$ cat src/cis_consts.svh
`ifndef CIS_CONSTS_SVH
`define CIS_CONSTS_SVH
// ------------------------------------------------------------
// Register offsets (byte addresses)
// ------------------------------------------------------------
`define CIS_OFF_CORE 8'h00
`define CIS_OFF_PFLAG1 8'h04
`define CIS_OFF_PFLAG2 8'h08
`define CIS_OFF_PEN1 8'h0C
`define CIS_OFF_PEN2 8'h10
`define CIS_OFF_STAT 8'h14
`define CIS_OFF_IEN 8'h18
`define CIS_OFF_ICLR 8'h1C
`define CIS_OFF_TIMING 8'h20
// ------------------------------------------------------------
// Core control register bit positions
// ------------------------------------------------------------
`define CIS_B_GIE 7
`define CIS_B_PERIPHERAL_GROUP_IRQ_ENABLE 6
`define CIS_CORE_EN_HI 5
`define CIS_CORE_EN_LO 3
`define CIS_CORE_FL_HI 2
`define CIS_CORE_FL_LO 0
// Status register: bit 0 entry taken, bit 1 return done
`define CIS_ST_ENTRY 0
`define CIS_ST_RET 1
// ------------------------------------------------------------
// Reset values and constants
// ------------------------------------------------------------
`define CIS_RST_BYTE 8'h00
`define CIS_VECTOR 15'h0004
`define CIS_DEPTH 16
`define CIS_SP_ONE 5'h01
// Instruction cycle of 4 system clocks (Q1..Q4)
`define CIS_QCLKS 2'h3
// Entry spends two flush cycles after the sampling cycle
`define CIS_FLUSH_CYC 2'h1
`endif

$ cat src/cis_pkg.sv
package cis_pkg;
  typedef enum logic [1:0] {
    CIS_RUN,
    CIS_FLUSH,
    CIS_VECT
  } cis_state_e;
  typedef logic [14:0] cis_pc_t;
endpackage

$ cat src/cis_core_interrupt_sequencer.sv
// The implementer's own choices: the register addresses and the Wishbone register port.
`timescale 1ns/10ps
`include "cis_consts.svh"
module cis_core_interrupt_sequencer
  import cis_pkg::*;
(
  input wire logic clk_i,
  input wire logic rst_i,
  // Wishbone slave
  input wire logic cyc_i,
  input wire logic stb_i,
  input wire logic we_i,
  input wire logic [7:0] adr_i,
  input wire logic [3:0] sel_i,
  input wire logic [31:0] dat_i,
  output logic [31:0] dat_o,
  output logic ack_o,
  // Interrupt sources, one-cycle pulses
  input wire logic [2:0] core_event_i,
  input wire logic [7:0] periph_event_one_i,
  input wire logic [7:0] periph_event_two_i,
  // CPU core
  input wire logic [14:0] pc_i,
  input wire logic return_from_irq_instruction_i,
  input wire logic [14:0] stack_top_i,
  input wire logic wake_from_sleep_i,
  input wire logic [7:0] w_i,
  input wire logic [7:0] status_i,
  input wire logic [4:0] bank_select_register_i,
  input wire logic [15:0] file_select_register0_i,
  input wire logic [15:0] file_select_register1_i,
  input wire logic [6:0] program_counter_high_latch_i,
  output logic flush_o,
  output logic push_o,
  output logic pop_o,
  output logic [14:0] push_pc_o,
  output logic pc_load_o,
  output logic [14:0] pc_load_value_o,
  output logic restore_o,
  output logic [7:0] w_shadow_o,
  output logic [7:0] status_shadow_o,
  output logic [4:0] bsr_shadow_o,
  output logic [15:0] fsr0_shadow_o,
  output logic [15:0] fsr1_shadow_o,
  output logic [6:0] program_counter_high_latch_shadow_o,
  output logic irq_request_o,
  output logic irq_o
);

  // ------------------------------------------------------------
  // Registers
  // ------------------------------------------------------------
  logic [7:0] core_irq_control_reg_r;
  logic [7:0] peripheral_flag_reg_one_r;
  logic [7:0] peripheral_flag_reg_two_r;
  logic [7:0] peripheral_enable_reg_one_r;
  logic [7:0] peripheral_enable_reg_two_r;
  logic [1:0] sts_r;
  logic [1:0] ien_r;
  logic ack_r;
  logic [1:0] qcnt_r;
  logic [1:0] fcnt_r;
  logic wake_hold_r;
  cis_state_e state_r;

  logic global_irq_enable;
  logic peripheral_group_irq_enable;
  logic wr_ok;
  logic req_raw;
  logic take;
  logic q_end;
  logic entry_pulse;
  logic ret_pulse;
  logic [2:0] core_wr_clr;

  assign global_irq_enable = core_irq_control_reg_r[`CIS_B_GIE];
  assign peripheral_group_irq_enable = core_irq_control_reg_r[`CIS_B_PERIPHERAL_GROUP_IRQ_ENABLE];
  assign wr_ok = cyc_i && stb_i && we_i && !ack_r && sel_i[0];
  assign q_end = (qcnt_r == `CIS_QCLKS);

  // ------------------------------------------------------------
  // Request forming
  // ------------------------------------------------------------
  logic [2:0] core_pairs;
  assign core_pairs = core_irq_control_reg_r[`CIS_CORE_EN_HI:`CIS_CORE_EN_LO]
                    & core_irq_control_reg_r[`CIS_CORE_FL_HI:`CIS_CORE_FL_LO];
  assign req_raw = (|core_pairs)
    || (peripheral_group_irq_enable &&
        (|(peripheral_flag_reg_one_r & peripheral_enable_reg_one_r)
         || |(peripheral_flag_reg_two_r & peripheral_enable_reg_two_r)));
  // Pending flags are level: a request left standing is taken when GLOBAL_IRQ_ENABLE returns
  assign irq_request_o = req_raw && global_irq_enable;
  // Sampled at the end of an instruction cycle; wake holds off one cycle
  assign take = (state_r == CIS_RUN) && q_end && irq_request_o && !wake_hold_r;
  assign entry_pulse = (state_r == CIS_VECT) && q_end;
  assign ret_pulse = return_from_irq_instruction_i && (state_r == CIS_RUN);

  // ------------------------------------------------------------
  // Instruction cycle divider
  // ------------------------------------------------------------
  always_ff @(posedge clk_i) begin
    if (rst_i) begin
      qcnt_r <= 2'h0;
    end else begin
      qcnt_r <= qcnt_r + 2'h1;
    end
  end

  // ------------------------------------------------------------
  // Entry sequence: sample, two flush cycles, vector
  // ------------------------------------------------------------
  always_ff @(posedge clk_i) begin
    if (rst_i) begin
      state_r <= CIS_RUN;
      fcnt_r <= 2'h0;
    end else begin
      case (state_r)
        CIS_RUN: begin
          if (take) begin
            state_r <= CIS_FLUSH;
            fcnt_r <= 2'h0;
          end
        end
        CIS_FLUSH: begin
          if (q_end) begin
            if (fcnt_r == `CIS_FLUSH_CYC) begin
              state_r <= CIS_VECT;
            end else begin
              fcnt_r <= fcnt_r + 2'h1;
            end
          end
        end
        CIS_VECT: begin
          if (q_end) begin
            state_r <= CIS_RUN;
          end
        end
        default: begin
          state_r <= CIS_RUN;
        end
      endcase
    end
  end

  // Instruction after sleep runs before vectoring unless a take lands in the wake cycle itself
  always_ff @(posedge clk_i) begin
    if (rst_i) begin
      wake_hold_r <= 1'b0;
    end else if (wake_from_sleep_i) begin
      wake_hold_r <= 1'b1;
    end else if (q_end) begin
      wake_hold_r <= 1'b0;
    end
  end

  // ------------------------------------------------------------
  // CPU control outputs and shadow context
  // ------------------------------------------------------------
  always_ff @(posedge clk_i) begin
    if (rst_i) begin
      flush_o <= 1'b0;
      push_o <= 1'b0;
      pop_o <= 1'b0;
      push_pc_o <= 15'h0000;
      pc_load_o <= 1'b0;
      pc_load_value_o <= 15'h0000;
      restore_o <= 1'b0;
    end else begin
      flush_o <= take;
      push_o <= take;
      push_pc_o <= take ? pc_i : push_pc_o;
      pop_o <= ret_pulse;
      restore_o <= ret_pulse;
      pc_load_o <= entry_pulse || ret_pulse;
      if (entry_pulse) begin
        pc_load_value_o <= `CIS_VECTOR;
      end else if (ret_pulse) begin
        pc_load_value_o <= stack_top_i;
      end
    end
  end

  always_ff @(posedge clk_i) begin
    if (rst_i) begin
      w_shadow_o <= 8'h00;
      status_shadow_o <= 8'h00;
      bsr_shadow_o <= 5'h00;
      fsr0_shadow_o <= 16'h0000;
      fsr1_shadow_o <= 16'h0000;
      program_counter_high_latch_shadow_o <= 7'h00;
    end else if (take) begin
      w_shadow_o <= w_i;
      // Timeout and power-down bits (4,3) are left out of the copy
      status_shadow_o <= {status_i[7:5], 2'b00, status_i[2:0]};
      bsr_shadow_o <= bank_select_register_i;
      fsr0_shadow_o <= file_select_register0_i;
      fsr1_shadow_o <= file_select_register1_i;
      program_counter_high_latch_shadow_o <= program_counter_high_latch_i;
    end
  end

  // ------------------------------------------------------------
  // Flag and enable registers
  // ------------------------------------------------------------
  assign core_wr_clr = ~dat_i[`CIS_CORE_FL_HI:`CIS_CORE_FL_LO];

  always_ff @(posedge clk_i) begin
    if (rst_i) begin
      core_irq_control_reg_r <= `CIS_RST_BYTE;
    end else begin
      if (wr_ok && adr_i == `CIS_OFF_CORE) begin
        core_irq_control_reg_r[7:3] <= dat_i[7:3];
        core_irq_control_reg_r[2:0] <= (core_irq_control_reg_r[2:0] & ~core_wr_clr)
                                     | (dat_i[2:0] & ~core_irq_control_reg_r[2:0])
                                     | core_event_i;
      end else begin
        core_irq_control_reg_r[2:0] <= core_irq_control_reg_r[2:0] | core_event_i;
      end
      if (take) begin
        core_irq_control_reg_r[`CIS_B_GIE] <= 1'b0;
      end else if (ret_pulse) begin
        core_irq_control_reg_r[`CIS_B_GIE] <= 1'b1;
      end
    end
  end

  always_ff @(posedge clk_i) begin
    if (rst_i) begin
      peripheral_flag_reg_one_r <= `CIS_RST_BYTE;
      peripheral_flag_reg_two_r <= `CIS_RST_BYTE;
    end else begin
      // Hardware set wins over a same-cycle software clear
      if (wr_ok && adr_i == `CIS_OFF_PFLAG1) begin
        peripheral_flag_reg_one_r <= dat_i[7:0] | periph_event_one_i;
      end else begin
        peripheral_flag_reg_one_r <= peripheral_flag_reg_one_r | periph_event_one_i;
      end
      if (wr_ok && adr_i == `CIS_OFF_PFLAG2) begin
        peripheral_flag_reg_two_r <= dat_i[7:0] | periph_event_two_i;
      end else begin
        peripheral_flag_reg_two_r <= peripheral_flag_reg_two_r | periph_event_two_i;
      end
    end
  end

  always_ff @(posedge clk_i) begin
    if (rst_i) begin
      peripheral_enable_reg_one_r <= `CIS_RST_BYTE;
      peripheral_enable_reg_two_r <= `CIS_RST_BYTE;
      ien_r <= 2'h0;
    end else if (wr_ok) begin
      if (adr_i == `CIS_OFF_PEN1) begin
        peripheral_enable_reg_one_r <= dat_i[7:0];
      end else if (adr_i == `CIS_OFF_PEN2) begin
        peripheral_enable_reg_two_r <= dat_i[7:0];
      end else if (adr_i == `CIS_OFF_IEN) begin
        ien_r <= dat_i[1:0];
      end
    end
  end

  // Sequencer event status, write-one-to-clear via clear register
  always_ff @(posedge clk_i) begin
    if (rst_i) begin
      sts_r <= 2'h0;
    end else begin
      sts_r <= (sts_r & ~((wr_ok && adr_i == `CIS_OFF_ICLR) ? dat_i[1:0] : 2'h0))
             | {ret_pulse, entry_pulse};
    end
  end
  assign irq_o = |(sts_r & ien_r);

  // ------------------------------------------------------------
  // Wishbone read and acknowledge
  // ------------------------------------------------------------
  always_ff @(posedge clk_i) begin
    if (rst_i) begin
      ack_r <= 1'b0;
      dat_o <= 32'h00000000;
    end else begin
      ack_r <= cyc_i && stb_i && !ack_r;
      if (adr_i == `CIS_OFF_CORE) begin
        dat_o <= {24'h000000, core_irq_control_reg_r};
      end else if (adr_i == `CIS_OFF_PFLAG1) begin
        dat_o <= {24'h000000, peripheral_flag_reg_one_r};
      end else if (adr_i == `CIS_OFF_PFLAG2) begin
        dat_o <= {24'h000000, peripheral_flag_reg_two_r};
      end else if (adr_i == `CIS_OFF_PEN1) begin
        dat_o <= {24'h000000, peripheral_enable_reg_one_r};
      end else if (adr_i == `CIS_OFF_PEN2) begin
        dat_o <= {24'h000000, peripheral_enable_reg_two_r};
      end else if (adr_i == `CIS_OFF_STAT) begin
        dat_o <= {30'h0, sts_r};
      end else if (adr_i == `CIS_OFF_IEN) begin
        dat_o <= {30'h0, ien_r};
      end else if (adr_i == `CIS_OFF_TIMING) begin
        dat_o <= {28'h0000000, wake_hold_r, 1'b0, state_r};
      end else begin
        dat_o <= 32'h00000000;
      end
    end
  end
  assign ack_o = ack_r;
endmodule

$ cat config.mk
export PLATFORM = sky130hd
export DESIGN_NAME = cis_core_interrupt_sequencer
export DESIGN_NICKNAME = d
export VERILOG_FILES = /design/src/cis_pkg.sv /design/src/cis_core_interrupt_sequencer.sv
export VERILOG_INCLUDE_DIRS = /design/src /design/src/src
export SDC_FILE = /design/constraint.sdc
export NUM_CORES = 1
export LEC_CHECK = 0
export BUFFER_PORTS_ARGS = -buffer_cell sky130_fd_sc_hd__buf_4
export CORE_MARGIN = 2
export CORE_UTILIZATION = 43
export CTS_CLUSTER_DIAMETER = 60
export CTS_CLUSTER_SIZE = 28
export DETAILED_ROUTE_END_ITERATION = 16
export PLACE_DENSITY = 0.85
export SLEW_MARGIN = 40
export SYNTH_ARGS = -nofsm -noshare
export SYNTH_HDL_FRONTEND = slang
export SYNTH_SLANG_ARGS = --single-unit
$ cat constraint.sdc
create_clock -name clk_i -period 1.6 [get_ports clk_i]
set_input_delay 0.32 -clock clk_i [delete_from_list [all_inputs] [get_ports clk_i]]
set_output_delay 0.32 -clock clk_i [all_outputs]
set_load 0.01 [all_outputs]
==> metrics.csv <==
stage;metric;value;unit
drt;ant_nets;0;
pwr;ir_worst_vdd;771.0;uV
drt;totalWireLength;19.61;mm
min_path;min_path_type;in -> reg;
cts;cts_sinks;151;
sta;layout_setup_ws;-513.9;ps
pwr;power;0.008422;W
cells_and_area;fin_util;67.69;%
worst_setup_path;crit_path_max_fanout;2;
worst_setup_path;crit_path_end_kind;primary output;
global_route;grt-ovfl-total;0;
global_route;track_usage;24.08;%
die;die_height;126.4;um
run_status;outcome;finished, violations left;
logic_synthesis;synth-main-ff-cell;dfxtp_1;
global_route;grt_antenna_before_repair;0;
cts;cts_root_buffer;clkbuf_16;
die;placeableCoreArea;0.01459;mm^2
die;rows;44;
cts;cts_tree;done;
worst_setup_path;path_class;reg -> out;
worst_setup_path;crit_path_end;irq_request_o;
die;die_w;126.4;um
cells_and_area;fin_cells;1253;
run_status;failed_checks;setup timing;
worst_setup_path;crit_start;peripheral_enable_reg_two_r[1];
worst_setup_path;r2r_cells;11;
cts;clock_latency;420;ps
cts;clockBufferDepth;2;
global_route;grt_pass1_wl;30.88;mm
worst_setup_path;start_kind;register;
logic_synthesis;synth_area_leaders;dfxtp_1 47%, nand2_1 14%, mux2i_1 13%, buf_4 3.4%, a21oi_1 3.1%;
worst_setup_path;cp_data_arrival_time;1790;ps
drt;drcViolationCount;0;
global_route;grt_pass1_vias;6338;
worst_setup_path;r2r_setup_slack;-490;ps
cts;clkTransAtPathRegs;70;ps
worst_setup_path;cp.required;1280;ps
placement;dpl_worst_slack;-270.4;ps
cts;h-tree-depth;4;
logic_synthesis;yosys_warnings;0;
placement;dp_hpwl;13.70;mm
sta;fin_crit_sh;132.1;%
sta;fin_skew;10.59;ps
die;dieArea;0.01597;mm^2
cts;hold_buffers;0;
sta;finalCriticalPeriod;2114;ps
sta;rsz0062_at_grt;yes;
cells_and_area;area_growth;53.35;%
placement;dp_cells;1203;
sta;tns;-33360;ps
logic_synthesis;yosysSeqAreaShare;46.94;%
drt;avgViaCountPerCell;5.163;
sta;slew_violations;0;
logic_synthesis;postSynthAreaPerCell;8.552;um^2
sta;fmax;0.4731;GHz
worst_setup_path;r2r_end;fsr0_shadow_o[6];
drt;via_count;6469;
sta;hold_viol;0;
die;start_util;44.14;%
global_route;grt_max_degree;63;
cells_and_area;diodes;0;
cts;cts_buffers;17;
logic_synthesis;synth_top_area_share;46.94;%
cells_and_area;fill_cells;1079;
cells_and_area;layout.nets;1218;
pwr;p_leak;4.297;nW
logic_synthesis;synth_cell_types;48;
logic_synthesis;syn-cell-area;0.006440;mm^2
pwr;p_per_area;852.8;mW/mm^2
worst_setup_path;r2r-start;peripheral_enable_reg_two_r[1];
logic_synthesis;synth_edf_count;0;
drt;dr.pass1.iters;6;
logic_synthesis;syn_inst;753;
sta;setup_violations;80;
cells_and_area;drive_above_1_share;37.61;%
logic_synthesis;synth_seq_cells;151;
placement;place.port_buffers;234;
drt;drt_iter0_markers;562;
logic_synthesis;yosysTopAreaCell;dfxtp_1;
logic_synthesis;async_flop_share;0;%
flow_run;drv_cap;0;
placement;gp_congestion;0.9073;
drt;avgRoutedWirePerCell;15.65;um
die;io_pins;290;
## worst max-delay path, stage by stage, from the launching register on
cell and delay (ps):
dfxtp_2 320, a22o_1 230, a221oi_2 210, and4_4 270, nand2b_4 120, a21boi_2 50, buf_4 160
## placed cells by master (no fill, tap or decap), drive strengths merged, types with 15 or more instances in the layout
master / n
nand2: 242
conb: 26
a21oi: 41
inv: 24
nor2: 21
o21ai: 15
buf: 331
a31oi: 21
mux2i: 83
clkbuf: 24
dfxtp: 151
## cell type report
type                       instances  area [um^2]  share of cell area (%)
multi-input combinational        530         3117                   31.56
clock inverter                     8        63.81                  0.6461
inverter                          22        85.08                  0.8615
tap                              184        230.2                   2.331
timing repair buffer             334         2860                   28.96
sequential                       151         3028                   30.66
clock buffer                      24        491.7                   4.979
## what timing repair did
item	4_1_cts	5_1_grt
hold endpoints to repair	0	0
pin swaps	5	8
setup endpoints to repair	94	86
cloned	7	0
resized for setup	22	21
buffers inserted	6	6
## layer usage
metal / global-route usage, % / part of all wire, %
met1: 27.78 / 38
met2: 42.09 / 51
met3: 6.706 / 8.8
met4: 9.696 / 2.5
met5: 0 / 0
## per-stage QoR
step           instance area (um^2)  hold WS [ps]
2_1_floorplan                  6555         403.9
3_3_place_gp                   8861         410.8
3_5_place_dp                   8861         422.8
4_1_cts                        9763         120.6
5_1_grt                        9876         134.3
6_report                       9876         143.2
## cells in the mapped netlist, types with 2 or more instances
library cell / number
ha_1: 2
nand3b_1: 6
clkbuf_1: 28
nor2_1: 19
a22oi_1: 6
buf_2: 10
a21boi_0: 2
o21ai_1: 3
mux2i_1: 83
nor3_1: 2
buf_4: 29
a311o_1: 2
a21oi_1: 40
buf_1: 3
nand2_1: 242
nand4_1: 4
a221oi_1: 7
and2_1: 7
inv_1: 21
a31oi_1: 21
and3_1: 3
a22o_1: 5
buf_6: 5
nand3_1: 9
nor2_2: 2
nor4_1: 3
dfxtp_1: 151
a222oi_1: 6
and2_2: 2
o21ai_0: 12
## sequential cells by signal, summed over array words and instances, names as in the netlist, 8 cells and up
signal	count
core_irq_control_reg_r	8
dat_o	8
fsr0_shadow_o	16
fsr1_shadow_o	16
pc_load_value_o	15
peripheral_enable_reg_one_r	8
peripheral_enable_reg_two_r	8
peripheral_flag_reg_one_r	8
peripheral_flag_reg_two_r	8
push_pc_o	15
w_shadow_o	8
## cell families after synthesis
| kind of cell | count (synthesis) | synth area share (%) |
|---|---|---|
| buf+inv | 97 | 8.121 |
| flops | 151 | 46.94 |
| other cells | 1 | 0.05823 |
| simple gates | 309 | 20.67 |
| compound gates | 110 | 10.92 |
| mux | 83 | 12.90 |
| fa+ha+maj | 2 | 0.3885 |
## how the worst min path moves through the flow
stage	end	slack, ps	cells past startpoint	start
finish	peripheral_flag_reg_two_r[5]	140	3	periph_event_two_i[5]
CTS	wake_hold_r	120	3	wake_from_sleep_i
global placement	qcnt_r[0]	410	1	qcnt_r[0]
detailed placement	qcnt_r[0]	420	1	qcnt_r[0]
floorplan	qcnt_r[0]	400	1	qcnt_r[0]
global route	peripheral_flag_reg_one_r[6]	130	3	periph_event_one_i[6]
## power by group
part	total (W)	switching [W]	internal [W]
Clock	0.00379	0.00162	0.00216
Sequential	0.00388	0.0000493	0.00383
Combinational	0.000755	0.000359	0.000396
Power figures use the tool's default switching activity.
